File: src/hw/vic_pkg.sv
// What this block does
// - Rank peripheral requests outside the core; present only the winning one.
// - Sources share vectors; source and vector counts are parameters.
// - Single-vector mode uses one entry address; multi-vector mode one per vector.
// - Five external pins, each with a selectable edge that sets its flag.
// - Three-bit priority per vector at bits 4:2 of its slot.
// - Two-bit subpriority orders equal priorities, bits 1:0 of its slot.
// - Each priority register holds four vector slots, eight bits apart.
// - Request n uses flag and enable bit n%32 of word n/32.
// - Writing a flag from software raises the request like the hardware event.
// - Software sets the vector table base; entry addresses start there.
// - Software sets the entry spacing; vector number times spacing is added.
// - No shadow register set is selected for any priority level.
// - External and timer requests use their fixed request numbers and vectors.
// - Capture error and capture request share a vector, error numbered lower.
// - Compare units use requests 7,12,17,22,27 on vectors 6,10,14,18,22.
// - Converter on 28/23; clock monitor, calendar, flash on 29-31/24-26.
// - Comparators use requests 32 and 33, vectors 27 and 28.
// - Bus device request 34 on vector 29, fields in eighth priority register.
// - Serial, async serial and two-wire triples share vectors 30, 31, 32.
// - Persistent sources set while requesting; external pins on their selected edge; others set on a rising edge.
package vic_pkg;

  localparam int SRC_MAX      = 44;
  localparam int VEC_MAX      = 33;
  localparam int NUM_EXT      = 5;
  localparam int NUM_PRIO_REG = 9;
  localparam int ADDR_W       = 8;
  localparam int VSPACE_W     = 16;
  localparam int SLOT_W       = 8;
  localparam int PRIO_LSB     = 2;
  localparam int SUB_LSB      = 0;
  localparam int CTRL_MVEC    = 0;
  localparam int CTRL_POL_LSB = 8;

  localparam logic [ADDR_W-1:0] OFF_FLAG_LO   = 8'h00;
  localparam logic [ADDR_W-1:0] OFF_FLAG_HI   = 8'h04;
  localparam logic [ADDR_W-1:0] OFF_EN_LO     = 8'h08;
  localparam logic [ADDR_W-1:0] OFF_EN_HI     = 8'h0C;
  localparam logic [ADDR_W-1:0] OFF_PRIO_BASE = 8'h10;
  localparam logic [ADDR_W-1:0] OFF_CTRL      = 8'h40;
  localparam logic [ADDR_W-1:0] OFF_VBASE     = 8'h44;
  localparam logic [ADDR_W-1:0] OFF_VSPACE    = 8'h48;
  localparam logic [ADDR_W-1:0] OFF_STATUS    = 8'h4C;

  localparam logic [31:0]         PRIO_MASK  = 32'h1F1F1F1F;
  localparam logic [31:0]         RST_WORD   = 32'h00000000;
  localparam logic [VSPACE_W-1:0] RST_VSPACE = 16'h0020;
  localparam logic [NUM_EXT-1:0]  RST_POL    = 5'h1F;

  localparam logic [SRC_MAX-1:0] PERSIST_MASK = 44'hFFC16318C60;
  localparam logic [SRC_MAX-1:0] EXT_MASK     = 44'h00000842108;
  localparam int EXT_SRC [NUM_EXT] = '{3, 8, 13, 18, 23};

  localparam logic [5:0] VEC_OF_SRC [SRC_MAX] = '{
    6'h00, 6'h01, 6'h02, 6'h03, 6'h04, 6'h05, 6'h05, 6'h06,
    6'h07, 6'h08, 6'h09, 6'h09, 6'h0A, 6'h0B, 6'h0C, 6'h0D,
    6'h0D, 6'h0E, 6'h0F, 6'h10, 6'h11, 6'h11, 6'h12, 6'h13,
    6'h14, 6'h15, 6'h15, 6'h16, 6'h17, 6'h18, 6'h19, 6'h1A,
    6'h1B, 6'h1C, 6'h1D, 6'h1E, 6'h1E, 6'h1E, 6'h1F, 6'h1F,
    6'h1F, 6'h20, 6'h20, 6'h20};

  typedef struct packed {
    logic        valid;
    logic [5:0]  vector;
    logic [2:0]  prio;
    logic [1:0]  sub;
    logic [31:0] addr;
  } vic_irq_t;

endpackage

File: src/hw/vic_top.sv
// Added by the designer: the register offsets and strobed register access.
`timescale 1ns/100ps
module vic_top #(
  parameter int NUM_SRC = vic_pkg::SRC_MAX,
  parameter int NUM_VEC = vic_pkg::VEC_MAX
) (
  input  wire logic                      mclk_i,
  input  wire logic                      rst_n_i,
  input  wire logic                      ce_i,
  input  wire logic [vic_pkg::ADDR_W-1:0] addr_i,
  input  wire logic [31:0]               wdata_i,
  input  wire logic                      wr_i,
  input  wire logic                      rd_i,
  output logic      [31:0]               rdata_o,
  input  wire logic [NUM_SRC-1:0]        src_req_i,
  input  wire logic [vic_pkg::NUM_EXT-1:0] ext_pin_i,
  output vic_pkg::vic_irq_t              irq_o
);
  import vic_pkg::*;

  if (NUM_SRC < 1 || NUM_SRC > SRC_MAX) begin : g_bad_src
    $error("NUM_SRC out of range");
  end
  if (NUM_VEC < 1 || NUM_VEC > NUM_PRIO_REG * 4) begin : g_bad_vec
    $error("NUM_VEC out of range");
  end

  logic [63:0]               flags;
  logic [63:0]               enables;
  logic [31:0]               prio_reg [NUM_PRIO_REG];
  logic                      multi_vec;
  logic [NUM_EXT-1:0]        ext_pol;
  logic [31:0]               vbase;
  logic [VSPACE_W-1:0]       vspace;

  logic [NUM_EXT-1:0]        ext_meta;
  logic [NUM_EXT-1:0]        ext_sync;
  logic [NUM_EXT-1:0]        ext_last;
  logic [NUM_EXT-1:0]        ext_evt;
  logic [2:0]                ext_warm;
  logic [NUM_SRC-1:0]        req_last;
  logic [63:0]               hw_set;
  logic [63:0]               impl_mask;

  logic [63:0]               next_flags;
  logic [63:0]               next_enables;
  logic [NUM_VEC-1:0]        vec_pend;
  logic [2:0]                vec_prio [NUM_VEC];
  logic [1:0]                vec_sub  [NUM_VEC];

  logic                      win_found;
  logic [5:0]                win_vec;
  logic [2:0]                win_prio;
  logic [1:0]                win_sub;
  logic [31:0]               next_addr;
  logic [31:0]               next_rdata;

  logic                      wr_flag_lo;
  logic                      wr_flag_hi;
  logic                      wr_en_lo;
  logic                      wr_en_hi;

  assign wr_flag_lo = wr_i && (addr_i == OFF_FLAG_LO);
  assign wr_flag_hi = wr_i && (addr_i == OFF_FLAG_HI);
  assign wr_en_lo   = wr_i && (addr_i == OFF_EN_LO);
  assign wr_en_hi   = wr_i && (addr_i == OFF_EN_HI);

  // Bits above the implemented sources never hold a flag or enable.
  always_comb begin
    impl_mask = '0;
    impl_mask[NUM_SRC-1:0] = '1;
  end

  // Pins are asynchronous; the first stage feeds only the second.
  always_ff @(posedge mclk_i) begin
    if (!rst_n_i) begin
      ext_meta <= '0;
      ext_sync <= '0;
      ext_last <= '0;
      ext_warm <= '0;
    end else if (ce_i) begin
      ext_meta <= ext_pin_i;
      ext_sync <= ext_meta;
      ext_last <= ext_sync;
      ext_warm <= {ext_warm[1:0], 1'b1};
    end
  end

  // A set polarity bit picks the rising edge, a clear one the falling.
  // Edges are ignored until the chain has refilled after reset, so a pin
  // that idles high raises no false event.
  always_comb begin
    for (int e = 0; e < NUM_EXT; e++) begin
      if (ext_pol[e]) begin
        ext_evt[e] = ext_sync[e] & ~ext_last[e] & ext_warm[2];
      end else begin
        ext_evt[e] = ~ext_sync[e] & ext_last[e] & ext_warm[2];
      end
    end
  end

  always_ff @(posedge mclk_i) begin
    if (!rst_n_i) begin
      req_last <= '0;
    end else if (ce_i) begin
      req_last <= src_req_i;
    end
  end

  // A persistent source keeps setting its flag while it still requests,
  // so clearing the flag before servicing the source brings it back.
  always_comb begin
    hw_set = '0;
    for (int s = 0; s < NUM_SRC; s++) begin
      if (EXT_MASK[s]) begin
        hw_set[s] = 1'b0;
      end else if (PERSIST_MASK[s]) begin
        hw_set[s] = src_req_i[s];
      end else begin
        hw_set[s] = src_req_i[s] & ~req_last[s];
      end
    end
    for (int e = 0; e < NUM_EXT; e++) begin
      if (EXT_SRC[e] < NUM_SRC) begin
        hw_set[EXT_SRC[e]] = ext_evt[e];
      end
    end
  end

  // Write data lands first, then hardware events are ORed in, so an
  // event in the cycle of a clearing write is kept.
  always_comb begin
    next_flags = flags;
    if (wr_flag_lo) begin
      next_flags[31:0] = wdata_i;
    end
    if (wr_flag_hi) begin
      next_flags[63:32] = wdata_i;
    end
    next_flags = (next_flags | hw_set) & impl_mask;
  end

  always_comb begin
    next_enables = enables;
    if (wr_en_lo) begin
      next_enables[31:0] = wdata_i;
    end
    if (wr_en_hi) begin
      next_enables[63:32] = wdata_i;
    end
    next_enables = next_enables & impl_mask;
  end

  always_ff @(posedge mclk_i) begin
    if (!rst_n_i) begin
      flags <= '0;
    end else if (ce_i) begin
      flags <= next_flags;
    end
  end

  always_ff @(posedge mclk_i) begin
    if (!rst_n_i) begin
      enables <= '0;
    end else if (ce_i) begin
      enables <= next_enables;
    end
  end

  // Each priority word keeps only its four five-bit slots.
  generate
    for (genvar r = 0; r < NUM_PRIO_REG; r++) begin : g_prio
      localparam logic [ADDR_W-1:0] OFF = ADDR_W'(OFF_PRIO_BASE + 4 * r);
      always_ff @(posedge mclk_i) begin
        if (!rst_n_i) begin
          prio_reg[r] <= RST_WORD;
        end else if (ce_i && wr_i && addr_i == OFF) begin
          prio_reg[r] <= wdata_i & PRIO_MASK;
        end
      end
    end
  endgenerate

  always_ff @(posedge mclk_i) begin
    if (!rst_n_i) begin
      multi_vec <= 1'b0;
      ext_pol   <= RST_POL;
    end else if (ce_i && wr_i && addr_i == OFF_CTRL) begin
      multi_vec <= wdata_i[CTRL_MVEC];
      ext_pol   <= wdata_i[CTRL_POL_LSB +: NUM_EXT];
    end
  end

  always_ff @(posedge mclk_i) begin
    if (!rst_n_i) begin
      vbase <= RST_WORD;
    end else if (ce_i && wr_i && addr_i == OFF_VBASE) begin
      vbase <= wdata_i;
    end
  end

  always_ff @(posedge mclk_i) begin
    if (!rst_n_i) begin
      vspace <= RST_VSPACE;
    end else if (ce_i && wr_i && addr_i == OFF_VSPACE) begin
      vspace <= wdata_i[VSPACE_W-1:0];
    end
  end

  // Per vector: its fields and whether any enabled member is flagged.
  // The source table fixes which requests share each vector.
  generate
    for (genvar v = 0; v < NUM_VEC; v++) begin : g_vec
      localparam int REG  = v / 4;
      localparam int BASE = SLOT_W * (v % 4);
      assign vec_prio[v] = prio_reg[REG][BASE + PRIO_LSB +: 3];
      assign vec_sub[v]  = prio_reg[REG][BASE + SUB_LSB +: 2];
      always_comb begin
        vec_pend[v] = 1'b0;
        for (int s = 0; s < NUM_SRC; s++) begin
          if (int'(VEC_OF_SRC[s]) == v) begin
            vec_pend[v] = vec_pend[v] | (flags[s] & enables[s]);
          end
        end
      end
    end
  endgenerate

  // Scanning from the top vector down with a non-strict compare lets
  // the lowest vector win a tie. The chain is long but the core only
  // needs a fresh answer per cycle, not per request.
  always_comb begin
    win_found = 1'b0;
    win_vec   = '0;
    win_prio  = '0;
    win_sub   = '0;
    for (int v = NUM_VEC - 1; v >= 0; v--) begin
      if (vec_pend[v] && vec_prio[v] != 3'h0) begin
        if (!win_found || {vec_prio[v], vec_sub[v]} >= {win_prio, win_sub}) begin
          win_found = 1'b1;
          win_vec   = 6'(v);
          win_prio  = vec_prio[v];
          win_sub   = vec_sub[v];
        end
      end
    end
  end

  // Single-vector mode sends every request to the table base.
  always_comb begin
    if (multi_vec) begin
      next_addr = vbase + 32'(win_vec) * 32'(vspace);
    end else begin
      next_addr = vbase;
    end
  end

  // Only the winner leaves the block; no register-set select goes out.
  always_ff @(posedge mclk_i) begin
    if (!rst_n_i) begin
      irq_o <= '0;
    end else if (ce_i) begin
      irq_o.valid  <= win_found;
      irq_o.vector <= win_vec;
      irq_o.prio   <= win_prio;
      irq_o.sub    <= win_sub;
      irq_o.addr   <= next_addr;
    end
  end

  always_comb begin
    next_rdata = '0;
    unique case (addr_i)
      OFF_FLAG_LO: begin
        next_rdata = flags[31:0];
      end
      OFF_FLAG_HI: begin
        next_rdata = flags[63:32];
      end
      OFF_EN_LO: begin
        next_rdata = enables[31:0];
      end
      OFF_EN_HI: begin
        next_rdata = enables[63:32];
      end
      OFF_CTRL: begin
        next_rdata[CTRL_MVEC] = multi_vec;
        next_rdata[CTRL_POL_LSB +: NUM_EXT] = ext_pol;
      end
      OFF_VBASE: begin
        next_rdata = vbase;
      end
      OFF_VSPACE: begin
        next_rdata[VSPACE_W-1:0] = vspace;
      end
      OFF_STATUS: begin
        next_rdata[31] = win_found;
        next_rdata[5:0] = win_vec;
      end
      default: begin
        for (int r = 0; r < NUM_PRIO_REG; r++) begin
          if (addr_i == ADDR_W'(OFF_PRIO_BASE + 4 * r)) begin
            next_rdata = prio_reg[r];
          end
        end
      end
    endcase
  end

  // Read data stands only in the cycle after the strobe.
  always_ff @(posedge mclk_i) begin
    if (!rst_n_i) begin
      rdata_o <= '0;
    end else if (ce_i) begin
      if (rd_i) begin
        rdata_o <= next_rdata;
      end else begin
        rdata_o <= '0;
      end
    end
  end

endmodule // vic_top

File: config.mk
export PLATFORM = sky130hd
export DESIGN_NAME = vic_top
export DESIGN_NICKNAME = d
export VERILOG_FILES = /design/src/hw/vic_pkg.sv /design/src/hw/vic_top.sv
export SDC_FILE = /design/constraint.sdc
export NUM_CORES = 2
export LEC_CHECK = 0
export CAP_MARGIN = 0
export CORE_MARGIN = 5
export CORE_UTILIZATION = 48
export DETAILED_ROUTE_END_ITERATION = 10
export DONT_BUFFER_PORTS = 1
export PLACE_DENSITY = 0.65
export SLEW_MARGIN = 10
export SYNTH_ARGS = -nofsm -noshare
export SYNTH_HDL_FRONTEND = slang
export SYNTH_SLANG_ARGS = --single-unit
File: constraint.sdc
create_clock -name mclk_i -period 126.6 [get_ports mclk_i]
set_clock_uncertainty 0.05 [all_clocks]
set_input_delay 25.32 -clock mclk_i [delete_from_list [all_inputs] [get_ports mclk_i]]
set_output_delay 25.32 -clock mclk_i [all_outputs]
set_load 0.01 [all_outputs]
Word level (Yosys, flattened, before mapping)
Memory sizes are Yosys's and may differ from the RTL's.
Index checks and enable logic that the tools add are counted.
{ "word_totals": {"regBits": 270, "word_cells": 676, "ram_bits": 180, "in_bits": 94, "out_inout_bits": 76, "n_memories": 1} }
{ "op_classes": {"muxes": 322, "bitwise_logic": 131, "eq_ne": 16, "n_mul": 1, "reduce_logical": 154, "magnitude_cmp": 32, "addsub": 1} }
{ "memory_table": {"columns": ["name", "depth", "width", "read_ports", "rd_ports_with_merged_regs", "write_ports", "line_no", "rtl"], "rows": [
  ["prio_reg", 9, 20, 9, 0, 9, "vic_top.sv:30", "logic [31:0] prio_reg [NUM_PRIO_REG];"]
]} }
{ "ops": {"columns": ["operator", "count"], "rows": [
  ["$mux W6", 65],
  ["$mux W32", 12],
  ["$mux W3", 65],
  ["$mux W20", 9],
  ["$ge A5 B5 Y1", 32],
  ["$mux W2", 65],
  ["$reduce_bool A3 Y1", 33],
  ["$mux W1", 98],
  ["$and A1 B1 Y1", 82],
  ["$pmux W5 S8", 2],
  ["$pmux W15 S4", 1],
  ["$logic_and A1 B1 Y1", 50],
  ["$or A44 B44 Y44", 1],
  ["$eq A8 B6 Y1 const B", 5],
  ["$add A32 B22 Y32", 1],
  ["$eq A8 B5 Y1 const B", 4],
  ["$eq A8 B7 Y1 const B", 4],
  ["$logic_not A1 Y1", 32],
  ["$logic_or A1 B1 Y1", 32],
  ["$not A1 Y1", 28],
  ["$mul A6 B16 Y22", 1],
  ["$or A1 B1 Y1", 20],
  ["$eq A8 B4 Y1 const B", 2],
  ["$pmux W3 S5", 1],
  ["10 further kinds", 12]
]} }

Logic depth before layout (Yosys ltp)
{ "logic_depth": {"word_depth": 136, "depth_mapped": 312, "mapped_depth_nobuf": 304} }

Least setup slack after synthesis
OpenSTA, ideal clock, no wires.
{ "synth_path": {"kind": "register to register", "startpoint": "reg flags[41]", "endpoint": "reg irq_o[29] (netlist name)", "n_path_buf": 8, "t_arrival_ns": 57.934, "t_required_ns": 126.434, "setup_slack_ns": 68.500, "stages_incl_launch_ff": 284, "path_cell_list": "dfxtp_1 > a222oi_1 > nor2_1 > and2_1 > ha_1 > nand2b_1 > a31oi_1 > o211ai_1 > nand2_1 > inv_1 > o21ai_0 > inv_1 > ha_1 > nand4_1 > o21bai_1 > o31ai_2 > mux2_2 > ha_1 > [... 248 more ...] > o21bai_1 > a21oi_1 > o21bai_1 > a21oi_1 > o21bai_1 > a21oi_1 > o21bai_1 > a21oi_1 > o21bai_1 > a21oi_1 > nor2b_1 > o21ai_0 > nand2b_1 > and3_1 > nor2b_1 > xnor2_1 > nand2_1 > o211a_1"} }
{ "synth_between": {"elab_chain_cells": 136, "word_cells_on_any_way": 357} }
{ "synth_lines": {"columns": ["element", "line_no", "rtl"], "rows": [
  ["start: declaration", "vic_top.sv:28", "logic [63:0] flags;"],
  ["start signal: assignment", "vic_top.sv:158", "flags <= next_flags;"],
  ["$and A1 B1 Y1 *", "vic_top.sv:222", "vec_pend[v] = vec_pend[v] | (flags[s] & enables[s]);"],
  ["$or A1 B1 Y1 * (2 in a row)", "vic_top.sv:222", null],
  ["$logic_and A1 B1 Y1 *", "vic_top.sv:238", "if (vec_pend[v] && vec_prio[v] != 3'h0) begin"],
  ["$mux W2, or another cell as far along", "vic_top.sv:238", null],
  ["$ge A5 B5 Y1 or $logic_not A1 Y1 (tied branches)", "vic_top.sv:239", "if (!win_found || {vec_prio[v], vec_sub[v]} >= {win_prio, win_sub}) begin"],
  ["$logic_or A1 B1 Y1", "vic_top.sv:239", null],
  ["$mux W2, or another cell as far along", "vic_top.sv:239", null],
  ["$mux W2, or another cell as far along", "vic_top.sv:238", null],
  ["[... 119 more ...]", null, null],
  ["$mux W2, or another cell as far along", "vic_top.sv:238", null],
  ["$ge A5 B5 Y1 or $logic_not A1 Y1 (tied branches)", "vic_top.sv:239", null],
  ["$logic_or A1 B1 Y1", "vic_top.sv:239", null],
  ["$mux W6", "vic_top.sv:239", null],
  ["$mux W6 *", "vic_top.sv:238", null],
  ["$mul A6 B16 Y22 *", "vic_top.sv:252", "next_addr = vbase + 32'(win_vec) * 32'(vspace);"],
  ["$add A32 B22 Y32 *", "vic_top.sv:252", null],
  ["$mux W32 *", "vic_top.sv:251", "if (multi_vec) begin"],
  ["end: declaration", "vic_top.sv:17", "output vic_pkg::vic_irq_t irq_o"]
]} }
Mark *: on every way between the ends. The rest lies on a longest branch, timed or not.
A chain may end at the register's enable or synchronous reset.

==> results.py <==
metrics = {
    "global_route": {
        "top_usage_layer": "met2",
        "use_met3_pct": 6.87,
        "grt_pass1_vias": 25200,
        "antenna_found_initial": 9,
        "grt_first_pass_wirelength_um": 169000,
        "met1_usage_pct": 43.9,
        "met2_usage_pct": 52.9,
        "grt_max_degree": 196,
        "grt_use_total_pct": 33.1,
        "overflow": 0,
    },
    "synth": {
        "synth_seq_cells": 434,
        "synthArstFlopShare_pct": 0,
        "synth_top_area_cell": "edfxtp_1",
        "synth_ff_type": "dfxtp_1",
        "synth_top_area_share_pct": 17.8,
        "syn-num-nets": 3692,
        "yosysUniqueCellTypes": 109,
        "netlist_area_mm2": 0.0303,
        "yosysSeqAreaShare_pct": 34.6,
        "avgSynthCellArea_um2": 8.99,
        "synth_edf_count": 180,
        "synth.area.top_cells": "edfxtp_1 (18%), dfxtp_1 (17%), ha_1 (6.4%)",
        "ys.warnings.count": 0,
        "syn_inst": 3367,
    },
    "worst_setup_path": {
        "critPathSlowestCell": "a31oi_2",
        "reg2reg_depth": 282,
        "cp_max_fo": 18,
        "reg2reg_slack_ns": 59.99,
        "required_ns": 127.06,
        "reg2reg_from": "prio_reg[8][3]",
        "r2r_end": "irq_o[28]",
        "arrival_ns": 67.07,
        "crit_top_cell": "ha_1",
        "worstSetupEndpointType": "register",
        "critical_path_class": "register to register",
        "startpoint_type": "register",
        "cp_slowest_stage_delay_ns": 0.90,
    },
    "placed_design": {
        "globalplace.congestion": 0.973,
        "dp_hpwl_um": 88600,
        "portBuffers": 0,
        "pre_cts_slack_ns": 60.88,
    },
    "sta": {
        "hold_ws_ns": 0.405,
        "relSlewSlack_pct": 14.2,
        "min_period_over_period_pct": 52.6,
        "setup_viol_count_final": 0,
        "maxSlewViolCount": 0,
        "finalHoldViolCount": 0,
        "setup_tns_ns": 0,
        "max_freq_ghz": 0.0150,
        "worst_slew_pin_slew_ns": 1.28,
        "period_needed_ns": 66.61,
        "fin_ws_ns": 59.99,
        "rsz0062_at_grt": "no",
    },
    "cells_and_area": {
        "n_fill_cell": 5792,
        "nets": 3621,
        "finish.utilization_pct": 52.4,
        "largest_reg_flops": 180,
        "final_layout_size_suffix_gt1_share_pct": 7.70,
        "area_delta_synth_final_pct": 8.61,
    },
    "floorplanning": {
        "die_h_um": 261,
        "core-area_mm2": 0.0627,
        "die_area_mm2": 0.0682,
        "die_w_um": 261,
        "fp-row-count": 92,
        "io_pins": 170,
        "start_util_pct": 48.3,
    },
    "clock_tree": {
        "cts_max_path_buffers": 3,
        "cts.reportedPaths.clkPinSlew_ns": 0.06,
        "clockRootBuffer": "clkbuf_16",
        "clock_latency_ns": 0.63,
        "clkSinkCount": 434,
        "post_cts.repair.setup_buffers": 0,
        "post_cts_resized": 0,
        "cts_htree_levels": 2,
        "ctsHoldBuffers": 0,
        "tritoncts": "done",
        "cts_made_buffers": 52,
    },
    "power_and_ir_drop": {
        "p_leak_nw": 13.1,
        "power_density_mw_per_mm2": 10.1,
        "total_power_mw": 0.331,
        "peakVddDrop_v": 0.00000967,
    },
    "min_path": {
        "min_from": "ext_warm[0]",
        "holdPathStages": 1,
        "hp-class": "register to register",
        "holdPathEnd": "ext_warm[0]",
    },
    "detailed_routing": {
        "ant_nets": 0,
        "viasPerCell": 6.36,
        "via_count": 26600,
        "wl_per_cell_um": 27.7,
        "drc_errors": 0,
        "drtIter0Drc": 2908,
        "finalWirelength_um": 116000,
        "dr.pass1.iters": 6,
    },
    "run_status": {
        "outcome": "finished clean",
    },
    "run": {
        "drv_cap": 0,
    },
}
-- synthesized netlist by cell type, drive strengths merged (46+ instances only) --
| master | count |
|---|---|
| nand2 | 422 |
| and2 | 277 |
| dfxtp | 254 |
| inv | 222 |
| a21oi | 201 |
| edfxtp | 180 |
| ha | 155 |
| clkbuf | 148 |
| nor2 | 141 |
| mux2i | 111 |
| o21ai | 105 |
| a21boi | 90 |
| nor2b | 87 |
| fa | 76 |
| mux2 | 55 |
| a22oi | 51 |
| nor3 | 50 |
| nand2b | 47 |
| a31oi | 46 |
-- kinds of logic after synthesis --
group,after synthesis,share of synthesized area (%)
AO/OA/AOI/OAI,908,21.9
XOR/XNOR,34,0.983
adder cells (fa/ha/maj),243,11.8
buffers and inverters,390,4.86
flip-flops,434,34.6
multiplexers,166,5.77
AND/OR/NAND/NOR,1192,20.1
-- power by group --
| part | switching [mW] | internal, mW |
|---|---|---|
| Sequential | 0.00888 | 0.151 |
| Combinational | 0.00760 | 0.00585 |
| Clock | 0.0644 | 0.0933 |
-- worst max path at each step --
stage                               from        end  slack (ns)  cells after the start
after floorplan                flags[41]  irq_o[29]       68.50                    283
after global placement         flags[41]  irq_o[29]       61.58                    285
after detailed placement  prio_reg[8][2]  irq_o[24]       60.88                    282
after CTS                 prio_reg[8][2]  irq_o[24]       60.64                    281
after global routing      prio_reg[8][4]  irq_o[29]       54.88                    287
final                     prio_reg[8][3]  irq_o[28]       59.99                    282
-- through the flow --
stage	cells	instance area, um^2
after global placement	4087	31100
after floorplan	3367	30300
after detailed placement	4087	31100
after global routing	4184	32900
after CTS	4183	32900
final	4187	32900
-- critical path, delay by kind of cell, from the launching register on --
family,cells,cell delay (ns)
multiplexers,20,7.63
buffers and inverters,19,1.92
flip-flops,1,0.51
AND/OR/NAND/NOR,78,14.38
AO/OA/AOI/OAI,125,30.87
adder cells (fa/ha/maj),40,11.09
-- cells in the final DEF (no fill, tap or decap), drive strengths merged, types with 46 or more instances in the layout --
| cell type | count |
|---|---|
| a21boi | 90 |
| a21oi | 201 |
| a22oi | 51 |
| a31oi | 46 |
| and2 | 277 |
| clkbuf | 70 |
| dfxtp | 254 |
| edfxtp | 180 |
| fa | 76 |
| ha | 155 |
| inv | 225 |
| mux2 | 55 |
| mux2i | 111 |
| nand2 | 422 |
| nand2b | 47 |
| nor2 | 141 |
| nor2b | 87 |
| nor3 | 50 |
| o21ai | 105 |
-- area by class of cell --
| type | count | area (um^2) | area share (%) |
|---|---|---|---|
| antenna | 3 | 7.51 | 0.0228 |
| clock buffer | 70 | 1450 | 4.41 |
| clock inverter | 26 | 347 | 1.05 |
| inverter | 222 | 833 | 2.53 |
| multi-input combinational | 2543 | 18400 | 55.9 |
| sequential | 434 | 10500 | 31.9 |
| tap | 846 | 1060 | 3.22 |
| timing repair buffer | 43 | 327 | 0.993 |
-- per-layer routing --
| layer | routed length [um] | share of wire [%] | vias to the layer above |
|---|---|---|---|
| met4 | 5720 | 4.9 | 2 |
| li1 | - | - | 12000 |
| met2 | 52300 | 45 | 1349 |
| met1 | 47100 | 41 | 13000 |
| met5 | 13 | 0.011 | - |
| met3 | 10900 | 9.4 | 265 |
Power figures use the tool's default switching activity.
